$ cat src/hdl/fsw_pkg.sv
package fsw_pkg;

   // Command codes carried in the first byte of a frame.
   localparam logic [7:0] OP_SET_WEL = 8'h06;
   localparam logic [7:0] OP_CLR_WEL = 8'h04;
   localparam logic [7:0] OP_VOL_EN = 8'h50;
   localparam logic [7:0] OP_RD_STATUS = 8'h05;
   localparam logic [7:0] OP_RD_CONFIG = 8'h15;
   localparam logic [7:0] OP_WR_STATUS = 8'h01;
   localparam logic [7:0] OP_WR_CONFIG = 8'h11;
   localparam logic [7:0] OP_PAGE_PROG = 8'h02;
   localparam logic [7:0] OP_PAGE_ERASE = 8'h81;
   localparam logic [7:0] OP_SECTOR_ERASE = 8'h20;
   localparam logic [7:0] OP_HALF_BLOCK_ERASE = 8'h52;
   localparam logic [7:0] OP_BLOCK_ERASE = 8'hD8;
   localparam logic [7:0] OP_CHIP_ERASE_A = 8'h60;
   localparam logic [7:0] OP_CHIP_ERASE_B = 8'hC7;
   localparam logic [7:0] OP_RESET_EN = 8'h66;
   localparam logic [7:0] OP_RESET = 8'h99;

   // Field positions of the status and configuration bytes.
   localparam int ST_BUSY = 0;
   localparam int ST_WEL = 1;
   localparam int ST_BP_LO = 2;
   localparam int ST_BP_HI = 6;
   localparam int ST_SRP = 7;
   localparam int CFG_DC = 7;

   // Values after reset.
   localparam logic [4:0] BP_RESET = 5'h00;
   localparam logic SRP_RESET = 1'b0;
   localparam logic DC_RESET = 1'b0;

   // Dual read dummy clock counts selected by the config bit.
   localparam logic [3:0] DUMMY_SHORT = 4'h4;
   localparam logic [3:0] DUMMY_LONG = 4'h8;

   // Whole bytes in a frame for each command shape.
   localparam logic [2:0] LEN_OPCODE = 3'h1;
   localparam logic [2:0] LEN_DATA = 3'h2;
   localparam logic [2:0] LEN_ADDR = 3'h4;
   localparam logic [2:0] LEN_PROG_MIN = 3'h5;
   localparam logic [2:0] BYTE_NUM_MAX = 3'h7;

   // Register write cycle time and the clock period it is counted in.
   localparam int REG_WRITE_TIME_NS = 5000000;
   localparam int CLK_PERIOD_NS = 5;

   // Protected region sizes over an 18-bit array address.
   localparam logic [18:0] SIZE_NONE = 19'h00000;
   localparam logic [18:0] SIZE_4K = 19'h01000;
   localparam logic [18:0] SIZE_8K = 19'h02000;
   localparam logic [18:0] SIZE_16K = 19'h04000;
   localparam logic [18:0] SIZE_32K = 19'h08000;
   localparam logic [18:0] SIZE_64K = 19'h10000;
   localparam logic [18:0] SIZE_128K = 19'h20000;
   localparam logic [18:0] SIZE_ALL = 19'h40000;

   // Register write cycle sequencer.
   typedef enum logic {
      WR_IDLE = 1'b0,
      WR_TIMING = 1'b1
   } fsw_wr_e;

endpackage : fsw_pkg

$ cat src/hdl/fsw_spi_if.sv
`timescale 1ns/1ps
`default_nettype none

// Byte-level view of the serial link, passed from the front end to the core.
interface fsw_spi_if;
   logic frameStart;
   logic frameEnd;
   logic byteDone;
   logic [7:0] rxByte;
   logic [2:0] byteNum;
   logic atBoundary;
   logic sclkFall;
   logic wpHigh;
   modport front (output frameStart, frameEnd, byteDone, rxByte, byteNum, atBoundary, sclkFall, wpHigh);
   modport core (input frameStart, frameEnd, byteDone, rxByte, byteNum, atBoundary, sclkFall, wpHigh);
endinterface : fsw_spi_if

`default_nettype wire

$ cat src/hdl/fsw_flash_regs.sv
`timescale 1ns/1ps
`default_nettype none

// Function
// - Opcode 06 sets write-enable latch
// - Opcode 04 clears write-enable latch
// - Latch cleared at reset and op completion
// - Latch low refuses timed writes, programs, erases
// - Opcode 50 arms next status write volatile
// - Opcode 05 shifts status out, always
// - Status: busy, latch, protect, protect-lock
// - Busy high while any write runs
// - Protect bits block erases in region
// - Protect bits change only unlocked
// - Chip erase only with nothing protected
// - Lock bit with low pin freezes status
// - Status write rejected when hardware-locked
// - Opcode 15 shifts config out, always
// - Config bit 7 picks 4/8 dummies
// - Status write ends after one byte
// - Timed write sets busy, clears latch
// - Opcode 11 timed config write
// - Writes rejected off byte boundary
// - Sample rising, drive falling clock
module fsw_flash_regs
   import fsw_pkg::*;
#(
   parameter int REG_WRITE_CYCLES = REG_WRITE_TIME_NS / CLK_PERIOD_NS
)
(
   input wire logic clk,
   input wire logic reset_n,
   input wire logic csN,
   input wire logic sclk,
   input wire logic mosi,
   input wire logic wpN,
   input wire logic arrayBusy,
   input wire logic arrayDone,
   output logic miso,
   output logic misoOeN,
   output logic arrayGo,
   output logic [7:0] arrayOp,
   output logic [23:0] arrayAddr,
   output logic [3:0] dualDummyCycles
);

   fsw_spi_if link ();

   logic status_protect_bit;
   logic [4:0] bp;
   logic write_enable_latch;
   logic cfgDc;
   logic volArm;
   logic rstArm;
   fsw_wr_e wrState;
   logic [31:0] wrCount;
   logic pendIsCfg;
   logic [7:0] pendByte;
   logic [7:0] opcode;
   logic [7:0] dataByte;
   logic [23:0] addr;
   logic reading;
   logic [7:0] txShift;
   logic busy;
   logic hwProt;
   logic endOk;
   logic nvDone;
   logic [7:0] statusByte;
   logic [7:0] configByte;
   logic doSetWel, doClrWel, doVol, doStatusVol, doTimed, doArray, doReset;

   fsw_spi_front u_front (
      .clk(clk),
      .reset_n(reset_n),
      .csN(csN),
      .sclk(sclk),
      .mosi(mosi),
      .wpN(wpN),
      .link(link)
   );

   ////////////////////////////////////////////////////////////////////////////
   // Size of the protected region selected by the five protect bits.
   function automatic logic [18:0] protSize(input logic [4:0] b);
      logic [18:0] s;
      s = SIZE_NONE;
      if (!b[4])
      begin
         unique case (b[1:0])
            2'h0: s = SIZE_NONE;
            2'h1: s = SIZE_64K;
            2'h2: s = SIZE_128K;
            2'h3: s = SIZE_ALL;
         endcase
      end
      else
      begin
         unique case (b[2:0])
            3'h0: s = SIZE_NONE;
            3'h1: s = SIZE_4K;
            3'h2: s = SIZE_8K;
            3'h3: s = SIZE_16K;
            3'h7: s = SIZE_ALL;
            default: s = SIZE_32K;
         endcase
      end
      return s;
   endfunction : protSize

   // Whether an array address falls in the protected region; bit 3 picks the low end.
   function automatic logic protHit(input logic [4:0] b, input logic [17:0] a);
      logic [18:0] s;
      s = protSize(b);
      if (s == SIZE_NONE)
      begin
         return 1'b0;
      end
      if (b[3])
      begin
         return {1'b0, a} < s;
      end
      return {1'b0, a} >= (SIZE_ALL - s);
   endfunction : protHit

   ////////////////////////////////////////////////////////////////////////////
   // Readable register images and protection state.
   assign busy = (wrState == WR_TIMING) | arrayBusy;
   assign statusByte = {status_protect_bit, bp, write_enable_latch, busy};
   assign configByte = {cfgDc, 7'h00};
   assign hwProt = status_protect_bit & ~link.wpHigh;
   assign endOk = link.frameEnd & link.atBoundary;
   assign nvDone = (wrState == WR_TIMING) && (wrCount == 32'(REG_WRITE_CYCLES - 1));

   // Decisions taken at a clean end of frame.
   always_comb
   begin
      doSetWel = 1'b0;
      doClrWel = 1'b0;
      doVol = 1'b0;
      doStatusVol = 1'b0;
      doTimed = 1'b0;
      doArray = 1'b0;
      doReset = 1'b0;
      if (endOk && !busy)
      begin
         unique case (opcode)
            OP_SET_WEL: doSetWel = (link.byteNum == LEN_OPCODE);
            OP_CLR_WEL: doClrWel = (link.byteNum == LEN_OPCODE);
            OP_VOL_EN: doVol = (link.byteNum == LEN_OPCODE);
            OP_WR_STATUS:
            begin
               // A volatile write needs no latch; a timed one consumes it.
               doStatusVol = (link.byteNum == LEN_DATA) && volArm && !hwProt;
               doTimed = (link.byteNum == LEN_DATA) && !volArm && write_enable_latch && !hwProt;
            end
            OP_WR_CONFIG: doTimed = (link.byteNum == LEN_DATA) && write_enable_latch;
            OP_PAGE_PROG: doArray = (link.byteNum >= LEN_PROG_MIN) && write_enable_latch && !protHit(bp, addr[17:0]);
            OP_PAGE_ERASE, OP_SECTOR_ERASE, OP_HALF_BLOCK_ERASE, OP_BLOCK_ERASE:
               doArray = (link.byteNum == LEN_ADDR) && write_enable_latch && !protHit(bp, addr[17:0]);
            OP_CHIP_ERASE_A, OP_CHIP_ERASE_B:
               doArray = (link.byteNum == LEN_OPCODE) && write_enable_latch && (protSize(bp) == SIZE_NONE);
            OP_RESET: doReset = (link.byteNum == LEN_OPCODE) && rstArm;
            default: doArray = 1'b0;
         endcase
      end
   end

   ////////////////////////////////////////////////////////////////////////////
   // Opcode, address and data capture as bytes arrive.
   always_ff @(posedge clk or negedge reset_n)
   begin
      if (!reset_n)
      begin
         opcode <= 8'h00;
         dataByte <= 8'h00;
         addr <= 24'h000000;
      end
      else if (link.byteDone)
      begin
         if (link.byteNum == 3'h0)
         begin
            opcode <= link.rxByte;
         end
         if (link.byteNum == 3'h1)
         begin
            dataByte <= link.rxByte;
         end
         if (link.byteNum != 3'h0 && link.byteNum < LEN_ADDR)
         begin
            addr <= {addr[15:0], link.rxByte};
         end
      end
   end

   ////////////////////////////////////////////////////////////////////////////
   // One-shot arming by the volatile-enable and reset-enable commands.
   always_ff @(posedge clk or negedge reset_n)
   begin
      if (!reset_n)
      begin
         volArm <= 1'b0;
         rstArm <= 1'b0;
      end
      else if (link.frameEnd)
      begin
         volArm <= doVol;
         rstArm <= endOk && (opcode == OP_RESET_EN) && (link.byteNum == LEN_OPCODE);
      end
   end

   ////////////////////////////////////////////////////////////////////////////
   // Write-enable latch; a set in the same cycle as a clear wins.
   always_ff @(posedge clk or negedge reset_n)
   begin
      if (!reset_n)
      begin
         write_enable_latch <= 1'b0;
      end
      else if (doSetWel)
      begin
         write_enable_latch <= 1'b1;
      end
      else if (doClrWel || nvDone || arrayDone || doReset)
      begin
         write_enable_latch <= 1'b0;
      end
   end

   ////////////////////////////////////////////////////////////////////////////
   // Self-timed register write: busy for the full write time, then commit.
   always_ff @(posedge clk or negedge reset_n)
   begin
      if (!reset_n)
      begin
         wrState <= WR_IDLE;
         wrCount <= 32'h00000000;
         pendIsCfg <= 1'b0;
         pendByte <= 8'h00;
      end
      else
      begin
         unique case (wrState)
            WR_IDLE:
            begin
               wrCount <= 32'h00000000;
               if (doTimed)
               begin
                  wrState <= WR_TIMING;
                  pendIsCfg <= (opcode == OP_WR_CONFIG);
                  pendByte <= dataByte;
               end
            end
            WR_TIMING:
            begin
               wrCount <= wrCount + 32'h00000001;
               if (nvDone)
               begin
                  wrState <= WR_IDLE;
               end
            end
         endcase
      end
   end

   ////////////////////////////////////////////////////////////////////////////
   // Status protect fields: volatile writes land at once, timed ones at completion.
   always_ff @(posedge clk or negedge reset_n)
   begin
      if (!reset_n)
      begin
         status_protect_bit <= SRP_RESET;
         bp <= BP_RESET;
         cfgDc <= DC_RESET;
      end
      else if (doStatusVol)
      begin
         status_protect_bit <= dataByte[ST_SRP];
         bp <= dataByte[ST_BP_HI:ST_BP_LO];
      end
      else if (nvDone)
      begin
         if (pendIsCfg)
         begin
            cfgDc <= pendByte[CFG_DC];
         end
         else
         begin
            status_protect_bit <= pendByte[ST_SRP];
            bp <= pendByte[ST_BP_HI:ST_BP_LO];
         end
      end
   end

   ////////////////////////////////////////////////////////////////////////////
   // Register read-out: load on each byte boundary, shift on falling clock.
   always_ff @(posedge clk or negedge reset_n)
   begin
      if (!reset_n)
      begin
         reading <= 1'b0;
         txShift <= 8'h00;
         miso <= 1'b0;
         misoOeN <= 1'b1;
      end
      else
      begin
         if (link.frameStart || link.frameEnd)
         begin
            reading <= 1'b0;
            misoOeN <= 1'b1;
         end
         else if (link.byteDone && link.byteNum == 3'h0)
         begin
            // Reads are taken even while a write cycle runs.
            reading <= (link.rxByte == OP_RD_STATUS) || (link.rxByte == OP_RD_CONFIG);
            misoOeN <= !((link.rxByte == OP_RD_STATUS) || (link.rxByte == OP_RD_CONFIG));
            txShift <= (link.rxByte == OP_RD_STATUS) ? statusByte : configByte;
         end
         else if (link.byteDone && reading)
         begin
            txShift <= (opcode == OP_RD_STATUS) ? statusByte : configByte;
         end
         else if (link.sclkFall && reading)
         begin
            miso <= txShift[7];
            txShift <= {txShift[6:0], 1'b0};
         end
      end
   end

   ////////////////////////////////////////////////////////////////////////////
   // Hand-off to the array engine and the dual read dummy count.
   always_ff @(posedge clk or negedge reset_n)
   begin
      if (!reset_n)
      begin
         arrayGo <= 1'b0;
         arrayOp <= 8'h00;
         arrayAddr <= 24'h000000;
         dualDummyCycles <= DUMMY_SHORT;
      end
      else
      begin
         arrayGo <= doArray;
         if (doArray)
         begin
            arrayOp <= opcode;
            arrayAddr <= addr;
         end
         dualDummyCycles <= cfgDc ? DUMMY_LONG : DUMMY_SHORT;
      end
   end

   ////////////////////////////////////////////////////////////////////////////
   // Checks on the register behaviour.
   int busyLen;

   always_ff @(posedge clk or negedge reset_n)
   begin
      if (!reset_n)
      begin
         busyLen <= 0;
      end
      else
      begin
         busyLen <= (wrState == WR_TIMING) ? busyLen + 1 : 0;
      end
   end
endmodule : fsw_flash_regs

`default_nettype wire

$ cat src/hdl/fsw_spi_front.sv
`timescale 1ns/1ps
`default_nettype none

module fsw_spi_front
   import fsw_pkg::*;
(
   input wire logic clk,
   input wire logic reset_n,
   input wire logic csN,
   input wire logic sclk,
   input wire logic mosi,
   input wire logic wpN,
   fsw_spi_if.front link
);

   logic csS1, csS2, csS3;
   logic sclkS1, sclkS2, sclkS3;
   logic mosiS1, mosiS2;
   logic wpS1, wpS2;
   logic [2:0] bitCnt;
   logic [6:0] shiftReg;
   logic sclkRise;

   ////////////////////////////////////////////////////////////////////////////
   // Two-stage synchronisers; the third stage of clock and select feeds edge detection.
   always_ff @(posedge clk or negedge reset_n)
   begin
      if (!reset_n)
      begin
         csS1 <= 1'b1;
         csS2 <= 1'b1;
         csS3 <= 1'b1;
         sclkS1 <= 1'b0;
         sclkS2 <= 1'b0;
         sclkS3 <= 1'b0;
         mosiS1 <= 1'b0;
         mosiS2 <= 1'b0;
         wpS1 <= 1'b0;
         wpS2 <= 1'b0;
      end
      else
      begin
         csS1 <= csN;
         csS2 <= csS1;
         csS3 <= csS2;
         sclkS1 <= sclk;
         sclkS2 <= sclkS1;
         sclkS3 <= sclkS2;
         mosiS1 <= mosi;
         mosiS2 <= mosiS1;
         wpS1 <= wpN;
         wpS2 <= wpS1;
      end
   end

   // Input bits are taken on the rising serial clock while selected.
   assign sclkRise = sclkS2 & ~sclkS3 & ~csS2;
   assign link.atBoundary = (bitCnt == 3'h0);

   ////////////////////////////////////////////////////////////////////////////
   // Frame edges and the falling-clock strobe, one cycle each.
   always_ff @(posedge clk or negedge reset_n)
   begin
      if (!reset_n)
      begin
         link.frameStart <= 1'b0;
         link.frameEnd <= 1'b0;
         link.sclkFall <= 1'b0;
         link.wpHigh <= 1'b0;
      end
      else
      begin
         link.frameStart <= csS3 & ~csS2;
         link.frameEnd <= ~csS3 & csS2;
         link.sclkFall <= ~sclkS2 & sclkS3 & ~csS2;
         link.wpHigh <= wpS2;
      end
   end

   ////////////////////////////////////////////////////////////////////////////
   // Bit and byte assembly, most significant bit first.
   always_ff @(posedge clk or negedge reset_n)
   begin
      if (!reset_n)
      begin
         bitCnt <= 3'h0;
         shiftReg <= 7'h00;
         link.byteDone <= 1'b0;
         link.rxByte <= 8'h00;
         link.byteNum <= 3'h0;
      end
      else
      begin
         link.byteDone <= 1'b0;
         if (csS3 & ~csS2)
         begin
            bitCnt <= 3'h0;
            link.byteNum <= 3'h0;
         end
         else if (sclkRise)
         begin
            bitCnt <= bitCnt + 3'h1;
            shiftReg <= {shiftReg[5:0], mosiS2};
            if (bitCnt == 3'h7)
            begin
               link.byteDone <= 1'b1;
               link.rxByte <= {shiftReg, mosiS2};
            end
         end
         if (link.byteDone && link.byteNum != BYTE_NUM_MAX)
         begin
            link.byteNum <= link.byteNum + 3'h1;
         end
      end
   end

endmodule : fsw_spi_front

`default_nettype wire

$ cat config.mk
export PLATFORM = sky130hd
export DESIGN_NAME = fsw_flash_regs
export DESIGN_NICKNAME = d
export VERILOG_FILES = /design/src/hdl/fsw_pkg.sv /design/src/hdl/fsw_spi_if.sv /design/src/hdl/fsw_flash_regs.sv /design/src/hdl/fsw_spi_front.sv
export SDC_FILE = /design/constraint.sdc
export NUM_CORES = 1
export LEC_CHECK = 0
export BUFFER_PORTS_ARGS = -buffer_cell sky130_fd_sc_hd__clkbuf_2
export CAP_MARGIN = 20
export CORE_ASPECT_RATIO = 1.75
export CORE_MARGIN = 4
export CORE_UTILIZATION = 50
export DETAILED_ROUTE_END_ITERATION = 16
export PLACE_DENSITY = 0.78
export REMOVE_ABC_BUFFERS = 1
export SYNTH_ARGS = -nofsm -noshare
export SYNTH_HDL_FRONTEND = slang
export SYNTH_HIERARCHICAL = 1
export SYNTH_SLANG_ARGS = --single-unit
$ cat constraint.sdc
create_clock -name clk -period 3.4 [get_ports clk]
set_input_delay 0.17 -clock clk [delete_from_list [all_inputs] [get_ports clk]]
set_output_delay 0.17 -clock clk [all_outputs]
set_load 0.005 [all_outputs]
==> results.toml <==
[outcome]
status = "complete, no violations"

[timing]
finalHoldViolCount = 0
min_period_ps = 3242
rsz0062_at_grt = "false"
setup_viol = 0
slew_headroom_pct = 37.47
tightestPinTransition_ps = 935.0
layout_setup_ws_ps = 157.8
fin_crit_sh_pct = 95.36
slew_violations = 0
max_freq_mhz = 308.4
tns_ps = 0
finClkSkew_ps = 10.17
hold_slack_ps = 79.89

[clock_tree]
clock_path_buffers = 2
clk_pin_slew_ps = 70
clk_latency_ps = 420
root_buffer = "clkbuf_16"
htree_levels = 4
cts_sinks = 170
tritoncts = "done"
numCtsBuffers = 17

[pwr]
cellLeakagePower_nw = 4.318
ir_worst_vdd_v = 0.0003148
p_clk_share_pct = 47.1
p_sw_mw = 0.9505
totalPowerFinal_mw = 4.110
p_per_area_mw_per_mm2 = 465.8
p_comb_share_pct = 2.3
switching_share_pct = 23.13
p_int_mw = 3.160
seqPwrFrac_pct = 50.6

[floorplan]
die-area_mm2 = 0.01751
start_util_pct = 51.32
num_rows = 59
die-height_um = 172.1
io_pins = 47
core_mm2 = 0.01499
die_w_um = 101.8

[drt]
wirelength_mm = 17.09
drtIter0Drc = 263
dr.pass1.iters = 4
drc = 0
vias_per_cell = 5.896
ant_nets = 0
vias = 5277
wl_per_cell_um = 19.10

[worst_setup_path]
cp_top_family = "simple AND/OR/NAND/NOR gates"
worstPathRequired_ps = 3710
critPathLaunch = "bp[2]"
critPathBufInv = 1
r2r_start = "bp[2]"
rr_endpoint = "arrayAddr[7]"
crit_chain = "nor2b_2 -> and3b_1 -> inv_1 -> ha_1 -> xnor2_1 -> ha_1 -> nor4b_2 -> nand4_1 -> o211a_1 -> o311ai_4 -> and2_4 -> mux2_2"
crit_fanout = 8
critPathArrivalTime_ps = 3550
cpPeakStageDelay_ps = 440
cpMostUsedCell = "ha_1"
path_class = "flop to flop"
r2r_cells = 12
critPathCaptureType = "flop"
slowest_stage = "dfrtp_2"
reg2reg_slack_ps = 160
crit_path_start_kind = "flop"

[synth]
synth_ff_type = "dfrtp_1"
synth_cell_type_count = 67
yosys_warnings = 6
synth-seq-cells = 170
seq_area_frac_synth_pct = 55.39
syn_inst = 635
async_reset_ff_share_pct = 100.0
syn_area_mm2 = 0.007691
syn_avg_cell_area_um2 = 12.11
synth_edf_count = 0

[global_route]
antenna_found_initial = 0
grt_pass1_vias = 5680
gr-total-overflow = 0
grt_max_degree = 86
grt_pass1_wl_mm = 27.79
grt_usage_pct = 20.42

[hold_path]
min_path_cells = 4
min-delay-start = "arrayDone"
holdPathEnd = "write_enable_latch"
hp-class = "input pin to flop"

[cells_and_area]
nNetsFinal = 725
n_antenna_cell = 0
area_growth_pct = 14.74
drive_gt1_share_pct = 29.21
fin_util_pct = 58.89

[flow_run]
cap_violations = 0

[place]
post-place-ws_ps = 25.26
io_buffers = 44
gp_congestion = 0.9817
dpl.hpwl_mm = 11.87
## synth_stat cells (5+ instances only)
cell type | instances | area (um^2)
xnor2_1 | 10 | 87.58
and3_1 | 9 | 56.30
clkbuf_1 | 11 | 41.29
o21ai_0 | 17 | 85.08
nor3_1 | 11 | 55.05
nand3_1 | 21 | 105.1
inv_1 | 22 | 82.58
nor2b_1 | 7 | 43.79
a21oi_1 | 14 | 70.07
ha_1 | 18 | 225.2
mux2_4 | 7 | 105.1
nor4_1 | 11 | 68.82
dfrtp_1 | 165 | 4129
nand2b_1 | 6 | 37.54
dfstp_2 | 5 | 131.4
nor4b_1 | 5 | 43.79
nand4_1 | 9 | 56.30
a22oi_1 | 6 | 45.04
xor2_1 | 21 | 183.9
mux2_2 | 88 | 991.0
nand2_1 | 33 | 123.9
nor2_1 | 57 | 214.0
or3_1 | 6 | 37.54
## worst max-delay path by stage
stage | endpoint | cells past startpoint
6_report | arrayAddr[7] | 12
5_1_grt | arrayAddr[1] | 12
4_1_cts | arrayAddr[7] | 12
3_5_place_dp | arrayAddr[7] | 12
3_3_place_gp | arrayAddr[20] | 12
2_1_floorplan | arrayAddr[0] | 12
## power by group through the flow
stage          clock, mW  sequential [mW]  combinational, mW
2_1_floorplan          0             2.11             0.0347
3_3_place_gp           0             2.12             0.0857
3_5_place_dp           0             2.12             0.0928
4_1_cts             1.97             2.08             0.0976
5_1_grt             2.06             2.08              0.109
6_report            1.94             2.08             0.0939
## stage by stage
| stage | cells | area [um^2] |
|---|---|---|
| 2_1_floorplan | 616 | 7584 |
| 3_3_place_gp | 854 | 8137 |
| 3_5_place_dp | 854 | 8137 |
| 4_1_cts | 891 | 8776 |
| 5_1_grt | 895 | 8825 |
| 6_report | 895 | 8825 |
## cells in the final DEF (no fill, tap or decap), types with 10 or more instances in the layout
master	synthesis	final
dfrtp_1	165	164
mux2_2	88	88
nor2_1	57	57
clkbuf_2	0	43
nand2_1	33	33
inv_1	22	22
nand3_1	21	21
xor2_1	21	21
ha_1	18	18
o21ai_0	17	17
clkbuf_16	0	17
a21oi_1	14	14
nor4_1	11	11
nor3_1	11	11
buf_4	2	11
xnor2_1	10	10
## worst reg2reg max path, cell delays in order, from the launching register on
cell and delay (ps):
dfrtp_2 440, nor2b_2 150, and3b_1 200, inv_1 50, ha_1 250, xnor2_1 150
ha_1 290, nor4b_2 190, nand4_1 140, o211a_1 210, o311ai_4 380, and2_4 310
mux2_2 370
## per-layer routing
metal | vias to the layer above | GRT usage (%) | routed length, um
met1 | 2685 | 22.02 | 6383
met3 | 44 | 3.553 | 557
li1 | 2411 | - | -
met5 | - | 0 | 0
met2 | 137 | 37.66 | 9447
met4 | 0 | 10.13 | 706
## repair_timing
action	in CTS	in global routing
resized for setup	0	6
buffers inserted	0	1
hold buffers	5	0
hold endpoints to repair	86	0
setup endpoints to repair	0	26
## layout make-up
| class | count | area (um^2) |
|---|---|---|
| fillers | 1168 | 6161 |
| clock inverters | 13 | 146.4 |
| well taps | 183 | 229.0 |
| clock buffers | 19 | 442.9 |
| flip-flops and latches | 170 | 4262 |
| repair buffers | 61 | 379.1 |
| multi-input cells | 427 | 3283 |
| inverters | 22 | 82.58 |
## cell families (layout without fill, tap and decap cells)
family | count (synthesis) | after routing | share of synthesized area (%)
flip-flops | 170 | 170 | 55.39
XOR/XNOR | 31 | 31 | 3.530
adder cells (fa/ha/maj) | 18 | 18 | 2.928
other | 1 | 2 | 0.04876
buffers and inverters | 42 | 115 | 2.521
AND/OR/NAND/NOR | 206 | 209 | 14.66
multiplexers | 97 | 97 | 14.51
AO/OA/AOI/OAI | 70 | 70 | 6.410
## flip-flops by register name, summed over array words and instances (netlist names), 2 cells and up
| register | cells |
|---|---|
| addr | 24 |
| arrayAddr | 24 |
| arrayOp | 8 |
| bp | 5 |
| dataByte | 6 |
| dualDummyCycles | 2 |
| opcode | 8 |
| pendByte | 6 |
| txShift | 8 |
| u_front/bitCnt | 3 |
| u_front/link.byteNum | 3 |
| u_front/link.rxByte | 8 |
| u_front/shiftReg | 7 |
| wrCount | 32 |
Note: power is estimated with default switching activity, not from simulation.
